### config.mk
export PLATFORM = sky130hd
export DESIGN_NAME = asram_host
export DESIGN_NICKNAME = d
export VERILOG_FILES = /design/src/core/asram_pkg.sv /design/src/core/asram_host.sv
export SDC_FILE = /design/constraint.sdc
export NUM_CORES = 1
export LEC_CHECK = 0
export BUFFER_PORTS_ARGS = -buffer_cell sky130_fd_sc_hd__buf_4
export CELL_PAD_IN_SITES_DETAIL_PLACEMENT = 2
export CELL_PAD_IN_SITES_GLOBAL_PLACEMENT = 2
export CORE_MARGIN = 5
export CORE_UTILIZATION = 30
export CTS_BUF_LIST = sky130_fd_sc_hd__clkbuf_8
export CTS_CLUSTER_DIAMETER = 40
export DETAILED_ROUTE_END_ITERATION = 6
export GPL_TIMING_DRIVEN = 0
export PLACE_DENSITY_LB_ADDON = 0.1
export SYNTH_ARGS = -nofsm -noshare
export SYNTH_HDL_FRONTEND = slang
export SYNTH_SLANG_ARGS = --single-unit
### constraint.sdc
create_clock -name ref_clk_i -period 2.9 [get_ports ref_clk_i]
set_clock_uncertainty 0.2 [all_clocks]
set_input_delay 0.58 -clock ref_clk_i [delete_from_list [all_inputs] [get_ports ref_clk_i]]
set_output_delay 0.58 -clock ref_clk_i [all_outputs]
set_load 0.02 [all_outputs]
### src/core/asram_pkg.sv
// Package with timing constants and request carriers for the static memory host controller.
package asram_pkg;

  // ----------------------------------------------------------------
  // Clock and timing
  // ----------------------------------------------------------------
  localparam int unsigned CLK_PERIOD_NS   = 40;
  localparam int unsigned T_READ_FAST_NS  = 85;
  localparam int unsigned T_READ_SLOW_NS  = 100;
  localparam int unsigned T_WP_NS         = 60;
  localparam int unsigned T_AW_SLOW_NS    = 80;
  localparam int unsigned T_DS_NS         = 35;
  localparam int unsigned T_OFF_NS        = 35;
  localparam int unsigned T_REC_PD_MS     = 5;
  localparam int unsigned NS_PER_MS       = 1000000;

  // Least times round up to whole cycles.
  localparam int unsigned RD_CYC  = (T_READ_SLOW_NS + CLK_PERIOD_NS - 1) / CLK_PERIOD_NS;
  localparam int unsigned WR_CYC  = (T_AW_SLOW_NS + CLK_PERIOD_NS - 1) / CLK_PERIOD_NS;
  localparam int unsigned OFF_CYC = (T_OFF_NS + CLK_PERIOD_NS - 1) / CLK_PERIOD_NS;
  localparam int unsigned REC_CYC = (T_REC_PD_MS * NS_PER_MS + CLK_PERIOD_NS - 1) / CLK_PERIOD_NS;

  localparam int unsigned ADDR_W = 19;
  localparam int unsigned DATA_W = 8;

  // ----------------------------------------------------------------
  // Carriers
  // ----------------------------------------------------------------
  typedef struct packed {
    logic              write;
    logic [ADDR_W-1:0] addr;
    logic [DATA_W-1:0] wdata;
  } asram_req_t;

  typedef struct packed {
    logic cs_n;
    logic we_n;
    logic oe_n;
  } asram_ctl_t;

  typedef enum logic [2:0] {
    ST_RECOVER = 3'h0,
    ST_IDLE    = 3'h1,
    ST_READ    = 3'h2,
    ST_WRITE   = 3'h3,
    ST_TURN    = 3'h4,
    ST_SLEEP   = 3'h5
  } asram_state_t;

endpackage : asram_pkg
### src/core/asram_host.sv
// Host controller that drives an asynchronous 512K x 8 static memory through its pins.
//
// Summary of operation
// RULE_01 - A write is stored only while chip select and write strobe are both low, so the host overlaps them.
// RULE_02 - Write strobe falls with or before chip select so the memory keeps its data pins floating.
// RULE_03 - The host never drives the data lines while the memory may be driving them.
// RULE_04 - A read holds address and chip select for at least the read cycle before sampling data.
// RULE_05 - Output enable is low for the whole read so data is valid when sampled.
// RULE_06 - After a read the host waits the output float time before driving the data lines.
// RULE_07 - Read data is sampled before the address changes.
// RULE_08 - Address, strobe width and write data setup are held for the write cycle before the strobe rises.
// RULE_09 - Chip select is low for at least the write cycle before the write ends.
// RULE_10 - Output enable stays high during writes so the memory never drives after the strobe rises.
// RULE_11 - Chip select is already high when the host enters retention sleep.
// RULE_12 - After power is restored chip select stays high for the recovery time before any access.
// RULE_13 - A read uses chip select low, write strobe high and output enable low.
// RULE_14 - Between accesses chip select is high and the memory is in standby.
// RULE_15 - Write data is held until both strobe and chip select have risen together.
// RULE_16 - The address is set before the cycle starts and held unchanged through it; the host loads it on the same edge that chip select falls.
module asram_host #(
  parameter int unsigned REC_CYCLES = asram_pkg::REC_CYC
) (
  input  wire logic                           ref_clk_i,
  input  wire logic                           rstn_i,
  input  wire asram_pkg::asram_req_t          req_i,
  input  wire logic                           req_valid_i,
  output logic                                req_ready_o,
  output logic [asram_pkg::DATA_W-1:0]        rdata_o,
  output logic                                rdata_valid_o,
  input  wire logic                           sleep_req_i,
  output logic                                sleep_o,
  output logic [asram_pkg::ADDR_W-1:0]        mem_addr_o,
  output asram_pkg::asram_ctl_t               mem_ctl_o,
  input  wire logic [asram_pkg::DATA_W-1:0]   mem_dq_i,
  output logic [asram_pkg::DATA_W-1:0]        mem_dq_o,
  output logic                                mem_dq_oe_o
);

  // A recovery count of zero would wrap the last count and end recovery after two cycles.
  if (REC_CYCLES < 1)
  begin : g_bad_rec
    $error("REC_CYCLES must be at least one");
  end

  localparam int unsigned CNT_W = $clog2(REC_CYCLES + 1) + 1;
  localparam logic [CNT_W-1:0] RD_LAST  = CNT_W'(asram_pkg::RD_CYC - 1);
  localparam logic [CNT_W-1:0] WR_LAST  = CNT_W'(asram_pkg::WR_CYC - 1);
  localparam logic [CNT_W-1:0] OFF_LAST = CNT_W'(asram_pkg::OFF_CYC - 1);
  localparam logic [CNT_W-1:0] REC_LAST = CNT_W'(REC_CYCLES - 1);

  asram_pkg::asram_state_t state;
  logic [CNT_W-1:0]        cnt;
  logic                    cnt_done;

  always_comb
  begin
    unique case (state)
      asram_pkg::ST_READ:    cnt_done = (cnt == RD_LAST);
      asram_pkg::ST_WRITE:   cnt_done = (cnt == WR_LAST);
      asram_pkg::ST_TURN:    cnt_done = (cnt == OFF_LAST);
      asram_pkg::ST_RECOVER: cnt_done = (cnt == REC_LAST);
      default:               cnt_done = 1'b0;
    endcase
  end

  // ----------------------------------------------------------------
  // Sequencer
  // ----------------------------------------------------------------
  always_ff @(posedge ref_clk_i)
  begin
    if (!rstn_i)
    begin
      state <= asram_pkg::ST_RECOVER;
      cnt   <= '0;
    end
    else
    begin
      unique case (state)
        asram_pkg::ST_RECOVER, asram_pkg::ST_TURN:
        begin
          cnt <= cnt + 1'b1;
          if (cnt_done)
          begin
            state <= asram_pkg::ST_IDLE; // [RULE_12] [RULE_06]
            cnt   <= '0;
          end
        end
        asram_pkg::ST_IDLE:
        begin
          cnt <= '0;
          if (sleep_req_i)
            state <= asram_pkg::ST_SLEEP; // [RULE_11]
          else if (req_valid_i)
            state <= req_i.write ? asram_pkg::ST_WRITE : asram_pkg::ST_READ;
        end
        asram_pkg::ST_READ:
        begin
          cnt <= cnt + 1'b1;
          if (cnt_done)
          begin
            state <= asram_pkg::ST_TURN;
            cnt   <= '0;
          end
        end
        asram_pkg::ST_WRITE:
        begin
          cnt <= cnt + 1'b1;
          if (cnt_done)
          begin
            state <= asram_pkg::ST_IDLE; // [RULE_08] [RULE_09]
            cnt   <= '0;
          end
        end
        asram_pkg::ST_SLEEP:
        begin
          cnt <= '0;
          if (!sleep_req_i)
            state <= asram_pkg::ST_RECOVER; // [RULE_12]
        end
        default:
        begin
          state <= asram_pkg::ST_RECOVER;
          cnt   <= '0;
        end
      endcase
    end
  end

  // ----------------------------------------------------------------
  // Memory pins
  // ----------------------------------------------------------------
  // The access strobe and chip select move together: both fall on entry and both rise on exit.
  always_ff @(posedge ref_clk_i)
  begin
    if (!rstn_i)
    begin
      mem_ctl_o   <= '{cs_n: 1'b1, we_n: 1'b1, oe_n: 1'b1};
      mem_dq_oe_o <= 1'b0;
      mem_dq_o    <= '0;
      mem_addr_o  <= '0;
    end
    else if (state == asram_pkg::ST_IDLE && !sleep_req_i && req_valid_i)
    begin
      mem_addr_o  <= req_i.addr; // [RULE_16]
      mem_dq_o    <= req_i.wdata;
      mem_ctl_o   <= '{cs_n: 1'b0, we_n: !req_i.write, oe_n: req_i.write}; // [RULE_01] [RULE_02] [RULE_13] [RULE_10]
      mem_dq_oe_o <= req_i.write; // [RULE_03]
    end
    else if (cnt_done && (state == asram_pkg::ST_READ || state == asram_pkg::ST_WRITE))
    begin
      mem_ctl_o <= '{cs_n: 1'b1, we_n: 1'b1, oe_n: 1'b1}; // [RULE_15] [RULE_14]
    end
    else if (state == asram_pkg::ST_IDLE)
    begin
      mem_dq_oe_o <= 1'b0; // [RULE_15]
    end
  end

  // ----------------------------------------------------------------
  // Host side
  // ----------------------------------------------------------------
  always_ff @(posedge ref_clk_i)
  begin
    if (!rstn_i)
    begin
      rdata_o       <= '0;
      rdata_valid_o <= 1'b0;
      req_ready_o   <= 1'b0;
      sleep_o       <= 1'b0;
    end
    else
    begin
      rdata_valid_o <= 1'b0;
      if (state == asram_pkg::ST_READ && cnt_done)
      begin
        rdata_o       <= mem_dq_i; // [RULE_04] [RULE_05] [RULE_07]
        rdata_valid_o <= 1'b1;
      end
      req_ready_o <= (state == asram_pkg::ST_IDLE) ? !(req_valid_i || sleep_req_i)
                   : (cnt_done && state != asram_pkg::ST_READ);
      sleep_o     <= (state == asram_pkg::ST_SLEEP) || (state == asram_pkg::ST_IDLE && sleep_req_i);
    end
  end
endmodule : asram_host

==> results.md, run 1 <==
| Step | Result | Reported |
|:---|:---|:---|
| run status | Status | complete, no violations |
| floorplan | Area of the core region | 0.009109 mm² |
| timing | Slew at the pin with the worst max-slew slack | 0.6996 ns |
| worst hold path | Hold path depth | 2 |
| layout | Register area | 0.001261 mm² |
| timing | Period minus WS final | 2.500 ns |
| clock network | CTS Buf Count | 9 |
| detailed routing | Iteration-0 DRC count of the detailed router | 66 |
| timing | Fmax | 0.4000 GHz |
| worst setup path | Largest incremental delay on the critical path | 0.56 ns |
| clock network | Clock root buffer | clkbuf_8 |
| logic synthesis | Nets in the synthesized netlist | 370 |
| worst hold path | Hold endpoint | mem_dq_o[2] |
| worst setup path | Reg-to-reg setup timing slack | 0.40 ns |
| floorplan | Starting Density | 0.3025 |
| worst setup path | CP required | 2.96 ns |
| placement | IO buf count | 80 |
| worst setup path | Critical path, cell by cell | buf_2 -> nand2b_1 -> nor2_1 -> clkbuf_1 -> nand3_1 -> o221ai_2 |
| logic synthesis | Count of different cell masters after synthesis | 43 |
| logic synthesis | Biggest area consumer among synthesized cells | dfxtp_1 |
| worst hold path | Type of the most critical hold path | flip-flop to flip-flop |
| logic synthesis | Async SR Flop Fraction | 0 |
| layout | Number of diodes | 0 |
| clock network | Longest Clk Path Bufs | 2 |
| logic synthesis | Cells taking the most area after synthesis | dfxtp_1 (46%), nand2_1 (10%), a21oi_1 (6.0%) |
| clock network | Cts hold-fix bufs | 0 |
| clock network | Worst-path clk slew | 0.07 ns |
| global routing | Via count of the first global-routing pass | 2888 |
| global routing | Initial antenna violation count | 0 |
| worst setup path | R2r startpoint | state[2] |
| detailed routing | Antenna Violating Nets Remaining | 0 |
| logic synthesis | Number of synthesized register bits | 63 |
| worst setup path | Worst Path Class, Setup | flip-flop to flip-flop |
| timing | Setup Total Neg Slack | 0 ns |
| worst setup path | Arrival time at the worst endpoint | 2.56 ns |
| floorplan | Die W | 105.8 µm |
| detailed routing | DR WL/cell | 15.54 µm |
| logic synthesis | Sequential element share of the synthesized area | 0.4578 |
| clock network | Post-CTS setup-driven buffer insertion count | 0 |
| detailed routing | DRC violation count after routing | 0 |
| clock network | H-tree depth | 3 |
| floorplan | Number of rows created at floorplan | 35 |
| layout | Cell area after layout | 0.003671 mm² |
| pwr | Worst VDD drop | 0.0001767 V |
| worst setup path | Crit end category | flip-flop |
| pwr | Leakage Power | 1.398 nW |
| worst setup path | Endpoint of the lowest-slack register-to-register path | rdata_o[6] |
| worst hold path | Hold path startpoint | mem_dq_o[2] |
| global routing | Final global-route overflow total | 0 |
| clock network | Clock tree from TritonCTS | built |
| timing | Setup repair after global routing missed its margin | no |
| logic synthesis | Yosys Warn Count | 0 |
| logic synthesis | Synth Cell Area | 0.002755 mm² |
| worst setup path | Highest-delay cell along the critical path | clkbuf_1 |
| placement | Area after detailed placement | 0.003495 mm² |
| layout | Area growth from synthesis to layout | 33.24% |
| clock network | Sink count of the clock tree | 63 |
| clock network | Clock latency on the worst-skew pair | 0.33 ns |
| layout | Share of final-layout standard cells stronger than drive strength 1 | 0.2830 |
| floorplan | Number of top-level design ports | 82 |
| global routing | Maximum number of pins on one net before global-route repair | 11 |
| worst setup path | Logic depth of the worst register-to-register path | 6 |
| logic synthesis | Number of instances in the synthesized netlist | 328 |
| logic synthesis | Average instance area after synthesis | 8.400 µm² |
| timing | Final setup violation count | 0 |
| timing | Pins over their slew limit | 0 |
| worst setup path | Largest fanout on the critical path | 10 |
| detailed routing | First-pass iteration count of the detailed router | 4 |
| detailed routing | Total routed wirelength | 8.314 mm |
| timing | Hold violation total from the final report | 0 |
| layout | Number of nets at the end of the flow | 461 |
| placement | Routability-driven placement congestion ratio | 0.7519 |
| placement | Half-perimeter wire length of the detailed placement result | 6.194 mm |
| run | Max-capacitance violation count | 0 |
| global routing | First-pass GRT wire length | 13.96 mm |
| timing | Share of the clock period used by the worst path | 0.8620 |
| worst setup path | Startpoint Class | flip-flop |
| detailed routing | Via total after detailed routing | 2638 |
| logic synthesis | Top FF cell, synth | dfxtp_1 |
| logic synthesis | Top cell type's share of synthesized area | 0.4578 |
| logic synthesis | Number of flops mapped to enable cells by yosys | 0 |
| layout | Fillcell total | 1059 |
| floorplan | Total die area | 0.01120 mm² |
| layout | Multi-input combinational cell area | 0.001358 mm² |
| floorplan | Die Y-Extent | 105.8 µm |
| detailed routing | Detail-routed via count per cell | 4.931 |
| clock network | Resize count post-CTS | 0 |
| pwr | Ratio of total power to cell area | 547.3 mW/mm² |
| timing | Relative slew margins | 0.5293 |
| global routing | GRT Resource Usage Total | 0.1541 |
[how the worst max path moves through the flow]
stage / startpoint / to / slack, ns / cells after the start
4_1_cts: state[2] / rdata_o[6] / 0.40 / 6
5_1_grt: state[1] / rdata_o[7] / 0.23 / 6
2_1_floorplan: cnt[10] / rdata_o[6] / 0.82 / 7
6_report: state[2] / rdata_o[6] / 0.40 / 6
3_5_place_dp: state[2] / rdata_o[6] / 0.38 / 6
3_3_place_gp: state[1] / rdata_o[6] / 0.41 / 6
[state kept, by name (all words and copies together), names as in the netlist, 3 cells and up]
name / flops
mem_addr_o: 19
mem_ctl_o: 3
mem_dq_o: 8
cnt: 18
rdata_o: 8
state: 3
[routing by layer]
layer	routed length, µm	part of all wire	GRT usage	vias to the layer above
met2	4076	0.49	0.2591	51
li1	-	-	-	1312
met5	0	0	0	-
met3	418	0.050	0.04593	7
met4	80	0.0096	0.04995	0
met1	3738	0.45	0.1882	1268
[synthesized netlist by cell type (2+ instances only)]
master	n
nand2_1	74
o211ai_1	2
nor4_1	4
and4_1	3
nand4_1	13
buf_6	3
nor2_1	31
o221ai_2	9
dfxtp_1	63
buf_4	2
xnor2_1	7
xor2_1	9
inv_1	6
ha_1	2
nor4_2	2
clkbuf_1	15
nand2b_1	3
nand3_1	18
a21oi_1	33
and3_1	4
nor3_1	2
o21ai_0	2
[cells by family (layout without fill, tap and decap cells)]
kind of cell	Yosys count	after routing	share of synthesized area
AND/OR/NAND/NOR	166	166	0.2897
flip-flops	63	63	0.4578
AO/OA/AOI/OAI	53	53	0.1431
buffers and inverters	28	124	0.04949
XOR/XNOR	16	16	0.05086
adder cells (fa/ha/maj)	2	2	0.009081
[worst max-delay path, delay by kind of cell, from the launching register on]
kind | cells | cell delay [ns]
simple gates | 3 | 1.02
buf+inv | 2 | 0.74
flops | 1 | 0.30
compound gates | 1 | 0.17
[placed cells by master (no fill, tap or decap), types with 11 or more instances in the layout]
cell      instances
buf_4            82
nand2_1          74
dfxtp_1          63
a21oi_1          33
nor2_1           31
nand3_1          18
clkbuf_1         15
nand4_1          13
clkbuf_8         11
[area by class of cell]
type                            instances  area share
Multi-Input combinational cell        237      0.3698
Sequential cell                        63      0.3436
Timing Repair Buffer                   80      0.1636
Clock buffer                           11     0.04124
Tap cell                              111     0.03783
Buffer                                 22     0.03102
Clock inverter                          5    0.006817
Inverter                                6    0.006135
[report_power, final]
group          leakage (nW)  total, W  switching [W]  internal, W
sequential            0.508  0.000944      0.0000374     0.000907
combinational         0.792  0.000376       0.000222     0.000154
clock                0.0977  0.000689       0.000341     0.000348
[per-stage QoR]
step / util / total power, W / setup slack (ns) / std cells / hold slack, ns
final: 0.4030 / 0.002009 / 0.4001 / 535 / 0.2566
after global routing: 0.4030 / 0.002130 / 0.2304 / 535 / 0.2752
after CTS: 0.4030 / 0.002046 / 0.3963 / 535 / 0.2642
after detailed placement: 0.3837 / 0.001344 / 0.3844 / 519 / 0.2549
after global placement: 0.3837 / 0.001340 / 0.4099 / 519 / 0.2428
after floorplan: - / 0.001194 / 0.8193 / 328 / 0.2593
Note: power is estimated with default switching activity, not from simulation.
==> run 2, diff against run 1 <==
--- a/config.mk
+++ b/config.mk
@@ -15,6 +15,7 @@
 export DETAILED_ROUTE_END_ITERATION = 6
 export GPL_TIMING_DRIVEN = 0
 export PLACE_DENSITY_LB_ADDON = 0.1
+export REMOVE_ABC_BUFFERS = 1
 export SYNTH_ARGS = -nofsm -noshare
 export SYNTH_HDL_FRONTEND = slang
 export SYNTH_SLANG_ARGS = --single-unit
==> run 2 against run 1 <==
Power up 7.5%. Global-route usage down 0.40 points. First-iteration DRC count up 21%. Clock power up 26%. Worst hold slack about the same. Sequential share of layout area up 0.43 points. Via count down 2.7%. Routed wire length down 2.9%. Cell count down 3.9%. Critical path type unchanged. Largest power group unchanged. Highest routed layer unchanged.
==> results.md, run 2 (synthesis results as in run 1) <==
| Step | Result | Reported |
|:---|:---|:---|
| layout | Area growth from synthesis to layout | 31.61% |
| pwr | Comb power frac | 0.148 |
| placement | Half-perimeter wire length of the detailed placement result | 5.663 mm |
| detailed routing | Antenna Violating Nets Remaining | 0 |
| timing | Final setup violation count | 0 |
| pwr | Internal power component | 0.001565 W |
| placement | Routability-driven placement congestion ratio | 0.7031 |
| clock network | H-tree depth | 3 |
| layout | Register area | 0.001261 mm² |
| global routing | Via count of the first global-routing pass | 2720 |
| global routing | First-pass GRT wire length | 13.61 mm |
| layout | Fillcell total | 1073 |
| floorplan | Area of the core region | 0.009109 mm² |
| detailed routing | Total routed wirelength | 8.072 mm |
| clock network | CTS Buf Count | 9 |
| layout | Final cell count without fillers | 514 |
| layout | Registers with the most flip-flops | mem_addr_o x19, cnt x18 |
| run | Max-capacitance violation count | 0 |
| timing | Slew at the pin with the worst max-slew slack | 1.178 ns |
| placement | Cell count after placement | 498 |
| clock network | Clock latency on the worst-skew pair | 0.33 ns |
| pwr | Switch share | 0.2751 |
| worst setup path | CP required | 2.95 ns |
| floorplan | Die Y-Extent | 105.8 µm |
| layout | Multi-input combinational cell area | 0.001371 mm² |
| pwr | Seq pwr share | 0.450 |
| clock network | Clock tree from TritonCTS | built |
| layout | Most frequent cells in the layout | buf_4 (81), nand2_1 (74), dfxtp_1 (63) |
| clock network | Longest Clk Path Bufs | 2 |
| timing | Share of the clock period used by the worst path | 0.9229 |
| timing | Relative slew margins | 0.2146 |
| layout | Share of final-layout standard cells stronger than drive strength 1 | 0.2878 |
| worst setup path | Largest incremental delay on the critical path | 0.60 ns |
| floorplan | Total die area | 0.01120 mm² |
| pwr | Worst VDD drop | 0.0001858 V |
| layout | Flip-flop count of the largest register, all copies and words added | 19 |
| clock network | Cts hold-fix bufs | 0 |
| timing | Period minus WS final | 2.676 ns |
| worst setup path | Highest-delay cell along the critical path | dfxtp_1 |
| detailed routing | Iteration-0 DRC count of the detailed router | 80 |
| placement | IO buf count | 81 |
| worst setup path | Startpoint Class | flip-flop |
| worst setup path | Critical path, cell by cell | or3b_2 -> a211oi_1 -> o221ai_4 -> and2_4 -> a221oi_2 |
| layout | Register containing the most flip-flops in the final layout | mem_addr_o |
| worst setup path | Crit end category | flip-flop |
| floorplan | Number of rows created at floorplan | 35 |
| detailed routing | First-pass iteration count of the detailed router | 4 |
| layout | Number of diodes | 0 |
| worst hold path | Type of the most critical hold path | flip-flop to flip-flop |
| timing | Pins over their slew limit | 0 |
| worst setup path | Arrival time at the worst endpoint | 2.72 ns |
| floorplan | Die W | 105.8 µm |
| pwr | Total chip power | 0.002159 W |
| worst setup path | Crit path buf inv count | 0 |
| timing | Fmax | 0.3736 GHz |
| clock network | Clock root buffer | clkbuf_8 |
| detailed routing | Via total after detailed routing | 2568 |
| detailed routing | DR WL/cell | 15.70 µm |
| global routing | Initial antenna violation count | 0 |
| global routing | Final global-route overflow total | 0 |
| layout | Most common cell after layout, fill and taps aside | buf_4 |
| worst setup path | Family with the most delay on the worst path | compound AO/OA/AOI/OAI gates |
| clock network | Sink count of the clock tree | 63 |
| floorplan | Number of top-level design ports | 82 |
| pwr | Net switching power figure | 0.0005939 W |
| worst setup path | Largest fanout on the critical path | 20 |
| layout | Number of nets at the end of the flow | 440 |
| detailed routing | Detail-routed via count per cell | 4.996 |
| pwr | Ratio of total power to cell area | 595.4 mW/mm² |
| pwr | Clock network fraction of design power | 0.402 |
| timing | Hold violation total from the final report | 0 |
| clock network | Worst-path clk slew | 0.07 ns |
| worst setup path | Worst Path Class, Setup | flip-flop to flip-flop |
| global routing | GRT Resource Usage Total | 0.1501 |
| detailed routing | DRC violation count after routing | 0 |
| global routing | Maximum number of pins on one net before global-route repair | 34 |
| floorplan | Starting Density | 0.3025 |
| run status | Status | complete, no violations |
| pwr | Leakage Power | 1.375 nW |
[run 2: changes by cell type in the layout (fill, tap and decap cells not counted)]
| cell | delta |
|---|---|
| clkinv_2 | -1 |
| buf_2 | -1 |
| o221ai_2 | -1 |
| buf_1 | -1 |
| bufinv_16 | +2 |
| nor2_2 | +1 |
| nor2_1 | -1 |
| buf_6 | -3 |
| buf_4 | -1 |
| o221ai_4 | +1 |
| clkinvlp_4 | -1 |
| clkbuf_1 | -15 |
[run 2: timing repair]
item,CTS,global route
setup endpoints to repair,1,22
pin swaps,0,0
resized for setup,1,1
buffers inserted,0,0
[run 2: power by group through the flow]
stage	Combinational, W	Clock [W]	Sequential (W)
after global routing	0.000358	0.000948	0.000983
final	0.000320	0.000867	0.000971
after detailed placement	0.000322	0	0.000993
after global placement	0.000318	0	0.000992
after CTS	0.000326	0.000899	0.000973
after floorplan	0.000173	0	0.000991
[run 2: routing by layer]
layer | vias to the layer above | global-route usage | part of all wire
met5 | - | 0 | 0
li1 | 1267 | - | -
met2 | 57 | 0.2441 | 0.47
met4 | 0 | 0.04718 | 0.0099
met1 | 1237 | 0.1873 | 0.47
met3 | 7 | 0.05021 | 0.056
[run 2: worst paths after layout]
path / slack (ns) / depth (start not counted) / to / from
worst min register to register: 0.26 / 2 / mem_dq_o[3] / mem_dq_o[3]
worst min-delay path: 0.26 / 2 / mem_dq_o[3] / mem_dq_o[3]
worst max register to register: 0.22 / 5 / state[2] / state[1]
worst max-delay path: 0.22 / 5 / state[2] / state[1]
[run 2: final cells by class]
| class | count | share of cell area |
|---|---|---|
| Sequential cell | 63 | 0.3478 |
| Clock buffer | 11 | 0.04175 |
| Timing Repair Buffer | 81 | 0.1677 |
| Tap cell | 111 | 0.03830 |
| Multi-Input combinational cell | 237 | 0.3782 |
| Clock inverter | 5 | 0.02001 |
| Inverter | 6 | 0.006211 |
[run 2: stage by stage]
step	setup WS (ns)	hold slack [ns]	util	instance area, µm²	setup TNS [ns]
final	0.2237	0.2567	0.3981	3626	0
after global routing	-0.008785	0.2617	0.3981	3626	-0.008785
after CTS	0.07899	0.2616	0.3968	3615	0
after detailed placement	0.02614	0.2531	0.3720	3388	0
after global placement	0.01330	0.2441	0.3720	3388	0
after floorplan	0.5143	0.2597	-	2641	0
[run 2: worst reg2reg max path: cells and delay by family (launching register included)]
family | cells | cell delay (ns)
compound gates | 3 | 0.98
simple gates | 2 | 0.80
flops | 1 | 0.60
==> run 3, diff against run 2 <==
==> constraint.sdc (replaced) <==
create_clock -name ref_clk_i -period 2.5 [get_ports ref_clk_i]
set_clock_uncertainty 0.2 [all_clocks]
set_input_delay 0.5 -clock ref_clk_i [delete_from_list [all_inputs] [get_ports ref_clk_i]]
set_output_delay 0.5 -clock ref_clk_i [all_outputs]
set_load 0.02 [all_outputs]
==> run 3 against run 2 <==
Combinational power increased by 24%. Cell count grew 0.58%. Global-route usage increased by 0.71 points. Worst setup slack got worse by 0.088 ns. Clock power up 16%. Maximum frequency up 13%. Design area up 2.1%. Non-clock buffer count rose by 2. Power is 18% higher. Critical path depth did not move. Largest power group unchanged.
==> results.md, run 3 (synthesis results as in run 1) <==
| Step | Result | Reported |
|:---|:---|:---|
| worst setup path | Crit end category | flip-flop |
| worst hold path | Hold path depth | 3 |
| floorplan | Starting Density | 0.3025 |
| placement | Half-perimeter wire length of the detailed placement result | 5.663 mm |
| clock network | CTS Buf Count | 9 |
| floorplan | Area of the core region | 0.009109 mm² |
| clock network | Clock root buffer | clkbuf_8 |
| detailed routing | Via total after detailed routing | 2627 |
| clock network | Longest Clk Path Bufs | 2 |
| floorplan | Total die area | 0.01120 mm² |
| floorplan | Number of top-level design ports | 82 |
| worst setup path | Arrival time at the worst endpoint | 2.35 ns |
| global routing | Via count of the first global-routing pass | 2766 |
| clock network | Clock tree from TritonCTS | built |
| run status | Status | complete, no violations |
| layout | Multi-input combinational cell area | 0.001420 mm² |
| timing | Pins over their slew limit | 0 |
| layout | Most frequent cells in the layout | buf_4 (82), nand2_1 (74), dfxtp_1 (62) |
| layout | Cell area after layout | 0.003704 mm² |
| detailed routing | DRC violation count after routing | 0 |
| layout | Register area | 0.001262 mm² |
| worst setup path | Startpoint Class | flip-flop |
| global routing | Met1 routing resource usage after global routing | 0.1948 |
| timing | Fmax | 0.4229 GHz |
| placement | Routability-driven placement congestion ratio | 0.7031 |
| worst setup path | R2r startpoint | cnt[10] |
| clock network | H-tree depth | 3 |
| global routing | Global-route met3 utilization | 0.05021 |
| global routing | Initial antenna violation count | 0 |
| placement | Pre-CTS setup slack | -0.3739 ns |
| pwr | Leakage Power | 1.396 nW |
| layout | Area growth from synthesis to layout | 34.42% |
| layout | Registers with the most flip-flops | mem_addr_o x19, cnt x18 |
| detailed routing | Iteration-0 DRC count of the detailed router | 71 |
| pwr | Ratio of total power to cell area | 685.4 mW/mm² |
| worst hold path | Hold path startpoint | req_i[4] |
| timing | Slew at the pin with the worst max-slew slack | 1.112 ns |
| timing | Hold violation total from the final report | 0 |
| clock network | Sink count of the clock tree | 63 |
| timing | Period minus WS final | 2.365 ns |
| floorplan | Die Y-Extent | 105.8 µm |
| floorplan | Die W | 105.8 µm |
| worst setup path | Reg-to-reg setup timing slack | 0.14 ns |
| global routing | First-pass GRT wire length | 14.13 mm |
| timing | Relative slew margins | 0.2576 |
| detailed routing | Detail-routed via count per cell | 5.081 |
| clock network | Worst-path clk slew | 0.07 ns |
| layout | Register containing the most flip-flops in the final layout | mem_addr_o |
| global routing | Global-route track usage on met2 | 0.2573 |
| layout | Number of nets at the end of the flow | 443 |
| layout | Flip-flop count of the largest register, all copies and words added | 19 |
| worst hold path | Hold endpoint | mem_dq_o[4] |
| global routing | GRT Resource Usage Total | 0.1571 |
| timing | Worst Hold Margin | 0.1981 ns |
| placement | Area after detailed placement | 0.003388 mm² |
| detailed routing | First-pass iteration count of the detailed router | 4 |
| pwr | Worst VDD drop | 0.0002158 V |
| detailed routing | Antenna Violating Nets Remaining | 0 |
| clock network | Clock latency on the worst-skew pair | 0.34 ns |
| worst setup path | Largest fanout on the critical path | 10 |
| placement | IO buf count | 81 |
| worst setup path | Endpoint of the lowest-slack register-to-register path | state[1] |
| timing | Final setup violation count | 0 |
| layout | Number of diodes | 0 |
| global routing | Maximum number of pins on one net before global-route repair | 34 |
| layout | Most common cell after layout, fill and taps aside | buf_4 |
| global routing | Global-route layer with the greatest usage | met2 |
| timing | Setup repair after global routing missed its margin | no |
| worst hold path | Type of the most critical hold path | input pin to flip-flop |
| run | Max-capacitance violation count | 0 |
| worst setup path | CP required | 2.48 ns |
| floorplan | Number of rows created at floorplan | 35 |
| timing | Final setup margin | 0.1353 ns |
| detailed routing | DR WL/cell | 16.50 µm |
| layout | Fillcell total | 1071 |
| timing | Share of the clock period used by the worst path | 0.9459 |
| worst setup path | Worst Path Class, Setup | flip-flop to flip-flop |
| detailed routing | Total routed wirelength | 8.529 mm |
| global routing | Final global-route overflow total | 0 |
| worst setup path | Logic depth of the worst register-to-register path | 5 |
| layout | Share of final-layout standard cells stronger than drive strength 1 | 0.3054 |
-- run 3: layout make-up --
| class | count | area share |
|---|---|---|
| Clock buffer | 11 | 0.04088 |
| Clock inverter | 5 | 0.01959 |
| Inverter | 6 | 0.006081 |
| Multi-Input combinational cell | 238 | 0.3834 |
| Sequential cell | 63 | 0.3409 |
| Tap cell | 111 | 0.03750 |
| Timing Repair Buffer | 83 | 0.1716 |
-- run 3: power by group --
part | internal [W] | switching (W) | leakage (nW)
Clock | 0.000608 | 0.000400 | 0.122
Combinational | 0.000164 | 0.000232 | 0.766
Sequential | 0.00105 | 0.0000828 | 0.509
-- run 3: per-layer routing --
layer / wire length (µm) / vias up
met3: 455 / 9
met4: 113 / 0
met5: 0 / -
met2: 4079 / 58
li1: - / 1280
met1: 3881 / 1280
-- run 3: repair_timing --
action	4_1_cts	5_1_grt
gates cloned	1	0
setup buffers	0	2
resized for setup	7	2
endpoints found under the setup margin	35	33
pin swaps	1	0
hold buffers	0	0
-- run 3: worst max path at each step --
stage | startpoint | endpoint | slack, ns
2_1_floorplan | state[1] | state[2] | 0.11
3_3_place_gp | state[1] | state[2] | -0.39
3_5_place_dp | state[1] | state[2] | -0.37
4_1_cts | state[0] | state[2] | 0.02
5_1_grt | state[2] | state[2] | 0.03
6_report | cnt[10] | state[1] | 0.14
-- run 3: per-stage QoR --
stage / total power (W) / utilization / cells / setup TNS (ns)
final: 0.002539 / 0.4066 / 517 / 0
after global routing: 0.002686 / 0.4066 / 517 / 0
after CTS: 0.002574 / 0.4021 / 515 / 0
after detailed placement: 0.001525 / 0.3720 / 498 / -6.424
after global placement: 0.001520 / 0.3720 / 498 / -5.764
after floorplan: 0.001349 / - / 306 / 0
-- run 3: worst max-delay path: stages, from the launching register on --
cell	delay, ns
dfxtp_1	0.39
or4_4	0.59
nor4_4	0.37
o221ai_2	0.40
nand2_1	0.17
o31ai_1	0.08
